<file path="config.mk">
export PLATFORM = sky130hd
export DESIGN_NAME = gts_timer_set
export DESIGN_NICKNAME = d
export VERILOG_FILES = /design/src/core/gts_pkg.sv /design/src/core/gts_timer_set.sv
export SDC_FILE = /design/constraint.sdc
export NUM_CORES = 1
export LEC_CHECK = 0
export ABC_AREA = 1
export BUFFER_PORTS_ARGS = -buffer_cell sky130_fd_sc_hd__buf_2
export CORE_ASPECT_RATIO = 0.9
export CORE_UTILIZATION = 55
export DETAILED_ROUTE_END_ITERATION = 16
export PLACE_DENSITY = 0.73
export SYNTH_ARGS = -nofsm -noshare
export SYNTH_HDL_FRONTEND = slang
export SYNTH_SLANG_ARGS = --single-unit
</file>
<file path="constraint.sdc">
create_clock -name sys_clk -period 4.8 [get_ports sys_clk]
set_input_delay 0.96 -clock sys_clk [delete_from_list [all_inputs] [get_ports sys_clk]]
set_output_delay 0.96 -clock sys_clk [all_outputs]
set_load 0.005 [all_outputs]
</file>
<file path="src/core/gts_pkg.sv">
// Constants, register map and control layout of the general timer set.
// Assumes a 32-bit APB master and byte addresses on paddr.
package gts_pkg;

  // ****************************************************************
  // Register byte offsets.
  // ****************************************************************
  localparam logic [7:0] OFF_A_CTRL = 8'h00;
  localparam logic [7:0] OFF_A_CNT = 8'h04;
  localparam logic [7:0] OFF_A_PER = 8'h08;
  localparam logic [7:0] OFF_B_CTRL = 8'h0C;
  localparam logic [7:0] OFF_B_CNT = 8'h10;
  localparam logic [7:0] OFF_B_PER = 8'h14;
  localparam logic [7:0] OFF_C_CTRL = 8'h18;
  localparam logic [7:0] OFF_C_CNT = 8'h1C;
  localparam logic [7:0] OFF_C_PER = 8'h20;
  localparam logic [7:0] OFF_IRQ_FLAG = 8'h24;
  localparam logic [7:0] OFF_IRQ_EN = 8'h28;

  // ****************************************************************
  // Reset values and implemented-bit masks.
  // ****************************************************************
  localparam logic [15:0] CTRL_RESET = 16'h0000;
  localparam logic [15:0] CNT_RESET = 16'h0000;
  localparam logic [15:0] PER_RESET = 16'hFFFF;
  localparam logic [15:0] MASK_A_CTRL = 16'hA076;
  localparam logic [15:0] MASK_B_CTRL = 16'hA07A;
  localparam logic [15:0] MASK_C_CTRL = 16'hA072;
  localparam logic [2:0] IRQ_RESET = 3'h0;

  // ****************************************************************
  // Prescaler terminal counts.
  // ****************************************************************
  localparam logic [7:0] PS_TC_1 = 8'h00;
  localparam logic [7:0] PS_TC_8 = 8'h07;
  localparam logic [7:0] PS_TC_64 = 8'h3F;
  localparam logic [7:0] PS_TC_256 = 8'hFF;

  // ****************************************************************
  // Control register layout, bit 15 down to bit 0.
  // ****************************************************************
  typedef struct packed {
    logic count_run_enable;
    logic rsv14;
    logic idle_halt_select;
    logic [5:0] rsv12_7;
    logic gate_accumulate_enable;
    logic [1:0] prescale_select;
    logic pair_wide_mode;
    logic ext_clock_sync_select;
    logic clock_source_select;
    logic rsv0;
  } gts_ctrl_t;

endpackage

</file>
<file path="src/core/gts_timer_set.sv">
// General timer set: timer A plus the pairable timers B and C on APB.
// Assumes idle_mode and sleep_mode come from logic on sys_clk, and that
// the external clock pins are asynchronous to sys_clk.
//
// Functional notes
// - Timer A is 16 bits: timer, synchronous or asynchronous counter.
// - Timer A flags on period match or gated-mode gate falling edge.
// - Control bit 15 starts the timer when one, stops it when zero.
// - Idle-halt bit one stops timer A in Idle; zero keeps it running.
// - Gate accumulation works only with the internal clock selected.
// - Prescale field 11, 10, 01, 00 divides by 256, 64, 8, 1.
// - Sync bit picks synchronised external clock; ignored when internal.
// - Clock-source bit one counts external pin rising edges, else internal.
// - Unimplemented timer A control bits read as zero.
// - Timers B and C alone never count asynchronously.
// - Paired B and C form one 32-bit timer or synchronous counter.
// - In 32-bit mode B count is low half, C count high half.
// - In 32-bit mode C control is ignored; B control and pin rule.
// - In 32-bit mode the match raises timer C's flag, not B's.
// - 32-bit period compare uses C period high, B period low.
// - Only the paired 32-bit timer drives the ADC trigger.
// - Timer B and C counts are offered as capture/compare time bases.
// - Timers keep running in Idle unless idle-halted; in Sleep only timer A on the unsynchronised external clock counts.
// - Timer B control bit 3 joins B and C into one 32-bit timer.
// - B and C control share the on, idle, gate, prescale, source bits.
//
// Decided for this implementation: the APB slave port and the placing of the registers.
`timescale 1ns/10ps
module gts_timer_set #(
  parameter int ADDR_W = 8
) (
  // Clock, reset and clock enable.
  input wire logic sys_clk,
  input wire logic rst_n,
  input wire logic clk_en,
  // Device power state.
  input wire logic idle_mode,
  input wire logic sleep_mode,
  // External clock and gate pins.
  input wire logic timer_a_ext_clock_pin,
  input wire logic timer_b_ext_clock_pin,
  input wire logic timer_c_ext_clock_pin,
  // APB slave.
  input wire logic [ADDR_W-1:0] paddr,
  input wire logic psel,
  input wire logic penable,
  input wire logic pwrite,
  input wire logic [31:0] pwdata,
  input wire logic [3:0] pstrb,
  output logic [31:0] prdata,
  output logic pready,
  output logic pslverr,
  // Interrupt requests, trigger and time bases.
  output logic timer_a_irq,
  output logic timer_b_irq,
  output logic timer_c_irq,
  output logic adc_trigger,
  output logic [15:0] time_base_b,
  output logic [15:0] time_base_c
);

  // ****************************************************************
  // Storage.
  // ****************************************************************
  logic [15:0] ctrl_q [3];
  logic [15:0] cnt_q [3];
  logic [15:0] per_q [3];
  logic [2:0] flag_q;
  logic [2:0] ien_q;
  logic [2:0] irq_q;
  logic adc_q;
  logic [31:0] prdata_q;
  logic pready_q;
  logic pslverr_q;
  gts_pkg::gts_ctrl_t cfg [3];
  logic [2:0] tick;
  logic [2:0] gate_fall;
  logic [2:0] gate_lvl;
  logic [2:0] ev;
  logic [2:0] match16;
  logic match32;
  logic wide;
  logic setup;
  logic wr;
  logic hit;
  logic [31:0] rd_mux;
  logic [15:0] c_next;

  // Merges a 16-bit write under the two low byte strobes.
  function automatic logic [15:0] merge16(input logic [15:0] old,
                                          input logic [15:0] wd,
                                          input logic [1:0] strb);
    merge16 = {strb[1] ? wd[15:8] : old[15:8],
               strb[0] ? wd[7:0] : old[7:0]};
  endfunction

  // ****************************************************************
  // APB decode.
  // ****************************************************************
  assign setup = psel && !penable;
  assign wr = psel && penable && pready_q && pwrite && !pslverr_q;
  assign wide = cfg[1].pair_wide_mode;

  always_comb begin
    hit = 1'b1;
    rd_mux = 32'h0000_0000;
    unique case (paddr[7:0])
      gts_pkg::OFF_A_CTRL: rd_mux[15:0] = ctrl_q[0];
      gts_pkg::OFF_A_CNT: rd_mux[15:0] = cnt_q[0];
      gts_pkg::OFF_A_PER: rd_mux[15:0] = per_q[0];
      gts_pkg::OFF_B_CTRL: rd_mux[15:0] = ctrl_q[1];
      gts_pkg::OFF_B_CNT: rd_mux[15:0] = cnt_q[1];
      gts_pkg::OFF_B_PER: rd_mux[15:0] = per_q[1];
      gts_pkg::OFF_C_CTRL: rd_mux[15:0] = ctrl_q[2];
      gts_pkg::OFF_C_CNT: rd_mux[15:0] = cnt_q[2];
      gts_pkg::OFF_C_PER: rd_mux[15:0] = per_q[2];
      gts_pkg::OFF_IRQ_FLAG: rd_mux[2:0] = flag_q;
      gts_pkg::OFF_IRQ_EN: rd_mux[2:0] = ien_q;
      default: hit = 1'b0;
    endcase
    if ((paddr >> 8) != '0) begin
      hit = 1'b0;
      rd_mux = 32'h0000_0000;
    end
  end

  // Answers every transfer with one access cycle; data is caught at setup.
  always_ff @(posedge sys_clk or negedge rst_n) begin
    if (!rst_n) begin
      pready_q <= 1'b0;
      pslverr_q <= 1'b0;
      prdata_q <= 32'h0000_0000;
    end else if (clk_en) begin
      pready_q <= setup;
      pslverr_q <= setup && !hit;
      prdata_q <= (setup && !pwrite) ? rd_mux : 32'h0000_0000;
    end
  end

  // ****************************************************************
  // Control, period and enable registers.
  // ****************************************************************
  always_ff @(posedge sys_clk or negedge rst_n) begin
    if (!rst_n) begin
      for (int i = 0; i < 3; i++) begin
        ctrl_q[i] <= gts_pkg::CTRL_RESET;
        per_q[i] <= gts_pkg::PER_RESET;
      end
      ien_q <= gts_pkg::IRQ_RESET;
    end else if (clk_en && wr) begin
      unique case (paddr[7:0])
        gts_pkg::OFF_A_CTRL:
          ctrl_q[0] <= merge16(ctrl_q[0], pwdata[15:0], pstrb[1:0])
                       & gts_pkg::MASK_A_CTRL;
        gts_pkg::OFF_B_CTRL:
          ctrl_q[1] <= merge16(ctrl_q[1], pwdata[15:0], pstrb[1:0])
                       & gts_pkg::MASK_B_CTRL;
        gts_pkg::OFF_C_CTRL:
          ctrl_q[2] <= merge16(ctrl_q[2], pwdata[15:0], pstrb[1:0])
                       & gts_pkg::MASK_C_CTRL;
        gts_pkg::OFF_A_PER:
          per_q[0] <= merge16(per_q[0], pwdata[15:0], pstrb[1:0]);
        gts_pkg::OFF_B_PER:
          per_q[1] <= merge16(per_q[1], pwdata[15:0], pstrb[1:0]);
        gts_pkg::OFF_C_PER:
          per_q[2] <= merge16(per_q[2], pwdata[15:0], pstrb[1:0]);
        gts_pkg::OFF_IRQ_EN:
          if (pstrb[0]) begin
            ien_q <= pwdata[2:0];
          end
        default: begin
        end
      endcase
    end
  end

  // ****************************************************************
  // Per-timer pin synchroniser, clock selection and prescaler.
  // ****************************************************************
  logic [2:0] pin_in;
  assign pin_in = {timer_c_ext_clock_pin, timer_b_ext_clock_pin,
                   timer_a_ext_clock_pin};

  for (genvar g = 0; g < 3; g++) begin : g_chan
    logic s1_q;
    logic s2_q;
    logic s3_q;
    logic s4_q;
    logic [7:0] ps_q;
    logic [7:0] tc;
    logic run;
    logic gated;
    logic ext_rise;
    logic may_sleep;
    logic raw;

    assign cfg[g] = gts_pkg::gts_ctrl_t'(ctrl_q[g]);
    always_ff @(posedge sys_clk or negedge rst_n) begin
      if (!rst_n) begin
        s1_q <= 1'b0;
        s2_q <= 1'b0;
        s3_q <= 1'b0;
        s4_q <= 1'b0;
      end else if (clk_en) begin
        s1_q <= pin_in[g];
        s2_q <= s1_q;
        s3_q <= s2_q;
        s4_q <= s3_q;
      end
    end

    // Only timer A may take the shorter, unsynchronised edge path.
    if (g == 0) begin : g_async
      assign ext_rise = cfg[g].ext_clock_sync_select ? (s3_q && !s4_q)
                                                     : (s2_q && !s3_q);
      assign may_sleep = !cfg[g].ext_clock_sync_select;
    end else begin : g_sync
      assign ext_rise = s3_q && !s4_q;
      assign may_sleep = 1'b0;
    end

    assign gate_lvl[g] = s2_q;
    assign run = cfg[g].count_run_enable
                 && !(idle_mode && cfg[g].idle_halt_select);
    assign gated = !cfg[g].clock_source_select
                   && cfg[g].gate_accumulate_enable;
    assign raw = cfg[g].clock_source_select
                 ? (ext_rise && (may_sleep || !sleep_mode))
                 : (!sleep_mode && (!gated || s2_q));

    always_comb begin
      unique case (cfg[g].prescale_select)
        2'b00: tc = gts_pkg::PS_TC_1;
        2'b01: tc = gts_pkg::PS_TC_8;
        2'b10: tc = gts_pkg::PS_TC_64;
        2'b11: tc = gts_pkg::PS_TC_256;
      endcase
    end

    always_ff @(posedge sys_clk or negedge rst_n) begin
      if (!rst_n) begin
        ps_q <= 8'h00;
      end else if (clk_en) begin
        if (!run) begin
          ps_q <= 8'h00;
        end else if (raw) begin
          ps_q <= (ps_q >= tc) ? 8'h00 : ps_q + 8'h01;
        end
      end
    end

    assign tick[g] = clk_en && run && raw && (ps_q >= tc);
    assign gate_fall[g] = clk_en && run && gated && s3_q && !s2_q;
    assign match16[g] = (cnt_q[g] == per_q[g]);
  end

  // ****************************************************************
  // Counters.
  // ****************************************************************
  assign match32 = ({cnt_q[2], cnt_q[1]} == {per_q[2], per_q[1]});
  assign c_next = (cnt_q[1] == 16'hFFFF) ? cnt_q[2] + 16'h0001 : cnt_q[2];

  always_ff @(posedge sys_clk or negedge rst_n) begin
    if (!rst_n) begin
      for (int i = 0; i < 3; i++) begin
        cnt_q[i] <= gts_pkg::CNT_RESET;
      end
    end else if (clk_en) begin
      if (wr && paddr[7:0] == gts_pkg::OFF_A_CNT) begin
        cnt_q[0] <= merge16(cnt_q[0], pwdata[15:0], pstrb[1:0]);
      end else if (tick[0]) begin
        cnt_q[0] <= match16[0] ? 16'h0000 : cnt_q[0] + 16'h0001;
      end
      if (wr && paddr[7:0] == gts_pkg::OFF_B_CNT) begin
        cnt_q[1] <= merge16(cnt_q[1], pwdata[15:0], pstrb[1:0]);
      end else if (tick[1]) begin
        if (wide) begin
          cnt_q[1] <= match32 ? 16'h0000 : cnt_q[1] + 16'h0001;
        end else begin
          cnt_q[1] <= match16[1] ? 16'h0000 : cnt_q[1] + 16'h0001;
        end
      end
      if (wr && paddr[7:0] == gts_pkg::OFF_C_CNT) begin
        cnt_q[2] <= merge16(cnt_q[2], pwdata[15:0], pstrb[1:0]);
      end else if (wide) begin
        if (tick[1]) begin
          cnt_q[2] <= match32 ? 16'h0000 : c_next;
        end
      end else if (tick[2]) begin
        cnt_q[2] <= match16[2] ? 16'h0000 : cnt_q[2] + 16'h0001;
      end
    end
  end

  // ****************************************************************
  // Flags, interrupt requests and ADC trigger.
  // ****************************************************************
  assign ev[0] = (tick[0] && match16[0]) || gate_fall[0];
  assign ev[1] = !wide && ((tick[1] && match16[1]) || gate_fall[1]);
  assign ev[2] = wide ? ((tick[1] && match32) || gate_fall[1])
                      : ((tick[2] && match16[2]) || gate_fall[2]);

  // Writing one clears a flag; a same-cycle event wins.
  always_ff @(posedge sys_clk or negedge rst_n) begin
    if (!rst_n) begin
      flag_q <= gts_pkg::IRQ_RESET;
    end else if (clk_en) begin
      if (wr && paddr[7:0] == gts_pkg::OFF_IRQ_FLAG && pstrb[0]) begin
        flag_q <= (flag_q & ~pwdata[2:0]) | ev;
      end else begin
        flag_q <= flag_q | ev;
      end
    end
  end

  always_ff @(posedge sys_clk or negedge rst_n) begin
    if (!rst_n) begin
      irq_q <= gts_pkg::IRQ_RESET;
      adc_q <= 1'b0;
    end else if (clk_en) begin
      irq_q <= flag_q & ien_q;
      adc_q <= wide && tick[1] && match32;
    end
  end

  assign prdata = prdata_q;
  assign pready = pready_q;
  assign pslverr = pslverr_q;
  assign timer_a_irq = irq_q[0];
  assign timer_b_irq = irq_q[1];
  assign timer_c_irq = irq_q[2];
  assign adc_trigger = adc_q;
  assign time_base_b = cnt_q[1];
  assign time_base_c = cnt_q[2];

  // ****************************************************************
  // Checks.
  // ****************************************************************
  logic no_wr;
  assign no_wr = !wr;

  a_ctrl_rsv_zero: assert property (@(posedge sys_clk) disable iff (!rst_n)
    (ctrl_q[0] & ~gts_pkg::MASK_A_CTRL) == 16'h0000)
    else $error("timer A control reserved bit set");

  a_off_holds: assert property (@(posedge sys_clk) disable iff (!rst_n)
    clk_en && !cfg[0].count_run_enable && no_wr |=> $stable(cnt_q[0]))
    else $error("timer A counted while off");

  a_idle_halts: assert property (@(posedge sys_clk) disable iff (!rst_n)
    clk_en && idle_mode && cfg[0].idle_halt_select && no_wr
    |=> $stable(cnt_q[0]))
    else $error("timer A counted in idle with halt set");

  a_prescale_gap: assert property (@(posedge sys_clk) disable iff (!rst_n)
    tick[0] && cfg[0].prescale_select == 2'b01 && no_wr
    |=> !tick[0] [*7])
    else $error("divide by 8 ticked too soon");

  a_gate_blocks: assert property (@(posedge sys_clk) disable iff (!rst_n)
    clk_en && !cfg[0].clock_source_select && cfg[0].gate_accumulate_enable
    && !gate_lvl[0] && no_wr |=> $stable(cnt_q[0]))
    else $error("timer A counted with gate low");

  a_wrap_zero: assert property (@(posedge sys_clk) disable iff (!rst_n)
    tick[0] && match16[0] && no_wr
    |=> cnt_q[0] == 16'h0000 && flag_q[0] ##1 timer_a_irq == ien_q[0])
    else $error("timer A period match mishandled");

  a_wide_flag: assert property (@(posedge sys_clk) disable iff (!rst_n)
    wide && tick[1] && match32 && no_wr
    |=> flag_q[2] && cnt_q[1] == 16'h0000 && cnt_q[2] == 16'h0000)
    else $error("32-bit match did not flag timer C");

  a_adc_wide: assert property (@(posedge sys_clk) disable iff (!rst_n)
    adc_trigger |-> $past(wide) && !$past(adc_trigger))
    else $error("ADC trigger outside 32-bit mode");

  a_b_quiet_wide: assert property (@(posedge sys_clk) disable iff (!rst_n)
    clk_en && wide && !gate_fall[1] && !(wr && paddr[7:0] ==
    gts_pkg::OFF_IRQ_FLAG) && !flag_q[1] |=> !flag_q[1])
    else $error("timer B flag set in 32-bit mode");

  a_apb_ready: assert property (@(posedge sys_clk) disable iff (!rst_n)
    clk_en && setup |=> pready && pslverr == !$past(hit))
    else $error("APB access phase not answered");

endmodule

</file>
==> impl_metrics.env <==
export IMPL_status="completed"
export IMPL_path_common_cell="nand2_1"
export IMPL_grt_total_usage_pct=31.6
export IMPL_synth_edf_count=0
export IMPL_io_pins=125
export IMPL_drc=0
export IMPL_powerDensity_nw_per_um2=252
export IMPL_crit_path_max_fanout=13
export IMPL_totalPowerFinal_uw=3190
export IMPL_vias=10700
export IMPL_p_clk_share_pct=46.2
export IMPL_start_util_pct=56.2
export IMPL_synthTopCellsByCount="nand2_1, inv_1, dfrtp_1"
export IMPL_crit_start="paddr[7]"
export IMPL_hold_viol=0
export IMPL_place_congestion=0.959
export IMPL_yosysMostFrequentCell="nand2_1"
export IMPL_yosysWarningCount=0
export IMPL_die_y_um=140
export IMPL_post_route_period_util_pct=65.3
export IMPL_r2r_start="time_base_c[8]$_DFFE_PN0P_"
export IMPL_setup_viol=0
export IMPL_nets=1694
export IMPL_internal_power_uw=2370
export IMPL_tightest_slew_ns=0.935
export IMPL_critPathKind="in2reg"
export IMPL_die_area_um2=21900
export IMPL_worstSetupEndpointType="register"
export IMPL_hold_start="g_chan[2].s1_q$_DFFE_PN0P_"
export IMPL_synth_ff_type="dfrtp_1"
export IMPL_route_final_wire_length_um=33300
export IMPL_gr_total_overflow=0
export IMPL_hold_buffers=0
export IMPL_grt_max_degree=106
export IMPL_clockBufferDepth=2
export IMPL_port_buffers=90
export IMPL_htreeDepth=4
export IMPL_slew_headroom_pct=37.4
export IMPL_worst_setup_path_start_kind="input pin"
export IMPL_max_cap_violations=0
export IMPL_synth_top_area_share_pct=28.2
export IMPL_cp_slowest_cell="nor3b_2"
export IMPL_worstPathArrival_ns=3.52
export IMPL_cp_required_ns=5.18
export IMPL_antenna_cells=0
export IMPL_antenna_found_initial=0
export IMPL_p_comb_share_pct=5.2
export IMPL_post_route_util_pct=60.7
export IMPL_std_cell_rows=50
export IMPL_cts_clk_slew_worst_paths_ns=0.08
export IMPL_vdd_ir_drop_max_v=0.000188
export IMPL_fmax_ghz=0.319
export IMPL_dp_cells=1880
export IMPL_clock_skew_ns=0.0133
export IMPL_insertion_delay_ns=0.45
export IMPL_final_max_slew_viol_count=0
export IMPL_drt_first_pass_iters=6
export IMPL_instances_no_fill=1912
export IMPL_synthArstFlopShare_pct=100
export IMPL_area_delta_synth_final_pct=8.08
export IMPL_switching_share_pct=25.8
export IMPL_yosys_top_cells_area="dfrtp_1, nand2_1, dfstp_2"
export IMPL_drive_gt1_share_pct=15.1
export IMPL_fill_cells=1911
export IMPL_power_leakage_uw=0.00649
export IMPL_p_seq_share_pct=48.5
export IMPL_initialDrtViolationCount=1145
export IMPL_yosys_register_bits=180
export IMPL_place_hpwl_um=24800
export IMPL_ys_seq_area_share_pct=39.0
export IMPL_path_cells="buf_2, nor2_2, nand3_1, inv_2, nand2_1, inv_2, nor2_1, nand3_1, nor3b_2, nand2_1, nand2_1"
export IMPL_synth_area_per_cell_um2=7.43
export IMPL_cts_tree="yes"
export IMPL_die_width_um=156
export IMPL_post_cts_buffers=0
export IMPL_fin_setup_tns_ns=0
export IMPL_clock_sinks=180
export IMPL_final_antenna_net_count=0
export IMPL_wl_per_cell_um=17.4
export IMPL_finalCriticalPeriod_ns=3.13
export IMPL_synth_top_area_cell="dfrtp_1"
export IMPL_netlist_instances=1576
export IMPL_synth_cell_type_count=49
export IMPL_cts_root_buffer="clkbuf_16"
export IMPL_hold_class="reg2reg"
export IMPL_worst_path_largest_cell_delay_ns=0.78
export IMPL_viasPerCell=5.59
export IMPL_cts_buffers=17
export IMPL_finalHoldWorstSlack_ns=0.481
export IMPL_core_area_um2=20800
export IMPL_p_switching_uw=825
export IMPL_ctsResizeCount=0
export IMPL_grt_pass1_vias=9802
export IMPL_rsz0062_at_grt="false"
export IMPL_grt_pass1_wl_um=52900
export IMPL_syn_area_um2=11700
power by group through the flow:
| stage | clock [uW] | sequential (uW) | combinational [uW] |
|---|---|---|---|
| 3_3_place_gp | 0 | 1580 | 164 |
| 2_1_floorplan | 0 | 1570 | 81.2 |
| 4_1_cts | 1490 | 1550 | 166 |
| 5_1_grt | 1540 | 1550 | 185 |
| 3_5_place_dp | 0 | 1580 | 165 |
| 6_report | 1480 | 1550 | 167 |
worst paths after layout:
check	to	slack, ns	cells past startpoint
setup / recovery	prdata[5]$_DFFE_PN0P_	1.67	11
hold / removal	g_chan[2].s1_q$_DFFE_PN0P_	0.48	2
setup reg to reg	time_base_b[5]$_DFFE_PN0P_	2.29	12
hold reg to reg	g_chan[2].s1_q$_DFFE_PN0P_	0.48	2
max in group asynchronous	cnt_q[44]$_DFFE_PN0P_	3.25	2
min in group asynchronous	g_chan[0].ps_q[7]$_DFFE_PN0P_	0.52	1
cells in the final DEF (no fill, tap or decap), drive strengths merged, types with 37 or more instances in the layout:
master / n
a21oi: 46
buf: 93
dfrtp: 132
dfstp: 48
inv: 221
nand2: 488
nand3: 69
nor2: 89
o21ai: 161
o22ai: 51
xnor2: 37
state kept, by name, summed over array words and instances, names as in the netlist, 16 cells and up:
signal,count
time_base_c,16
g_chan.ps_q,24
cfg,20
time_base_b,16
per_q,48
cnt_q,16
prdata,16
worst max-delay path, delay by kind of cell:
family / cells / cell delay (ns)
buffers and inverters: 3 / 0.55
AND/OR/NAND/NOR: 8 / 2.00
layer usage:
metal	share of wire [%]	track usage, %	vias up
met2	43	46.5	502
met5	0	0	-
li1	-	-	5093
met1	44	46.3	5025
met3	9.5	5.54	71
met4	2.9	11.8	0
per-stage QoR:
| stage | worst slack (ns) | area [um2] |
|---|---|---|
| CTS | 1.78 | 12700 |
| global route | 1.52 | 12700 |
| detailed placement | 1.34 | 12000 |
| finish | 1.67 | 12700 |
| global placement | 1.40 | 12000 |
| floorplan | 2.45 | 11800 |
cell type report:
cell class / count / area (um2) / area share, %
multi-input cells: 1111 / 5840 / 46.2
repair buffers: 93 / 492 / 3.89
inverters: 210 / 791 / 6.25
well taps: 286 / 358 / 2.83
clock buffers: 17 / 425 / 3.36
flip-flops and latches: 180 / 4560 / 36.1
clock inverters: 15 / 178 / 1.40
logic make-up (layout without fill, tap and decap cells):
| family | count (synthesis) | in the layout | share of synthesized area [%] |
|---|---|---|---|
| mux | 15 | 15 | 1.34 |
| xor+xnor | 72 | 72 | 5.39 |
| other cells | 1 | 16 | 0.0320 |
| compound gates | 276 | 276 | 12.9 |
| buf+inv | 300 | 335 | 11.6 |
| flops | 180 | 180 | 39.0 |
| simple gates | 706 | 706 | 27.0 |
| fa+ha+maj | 26 | 26 | 2.78 |
Power figures use the tool's default switching activity.
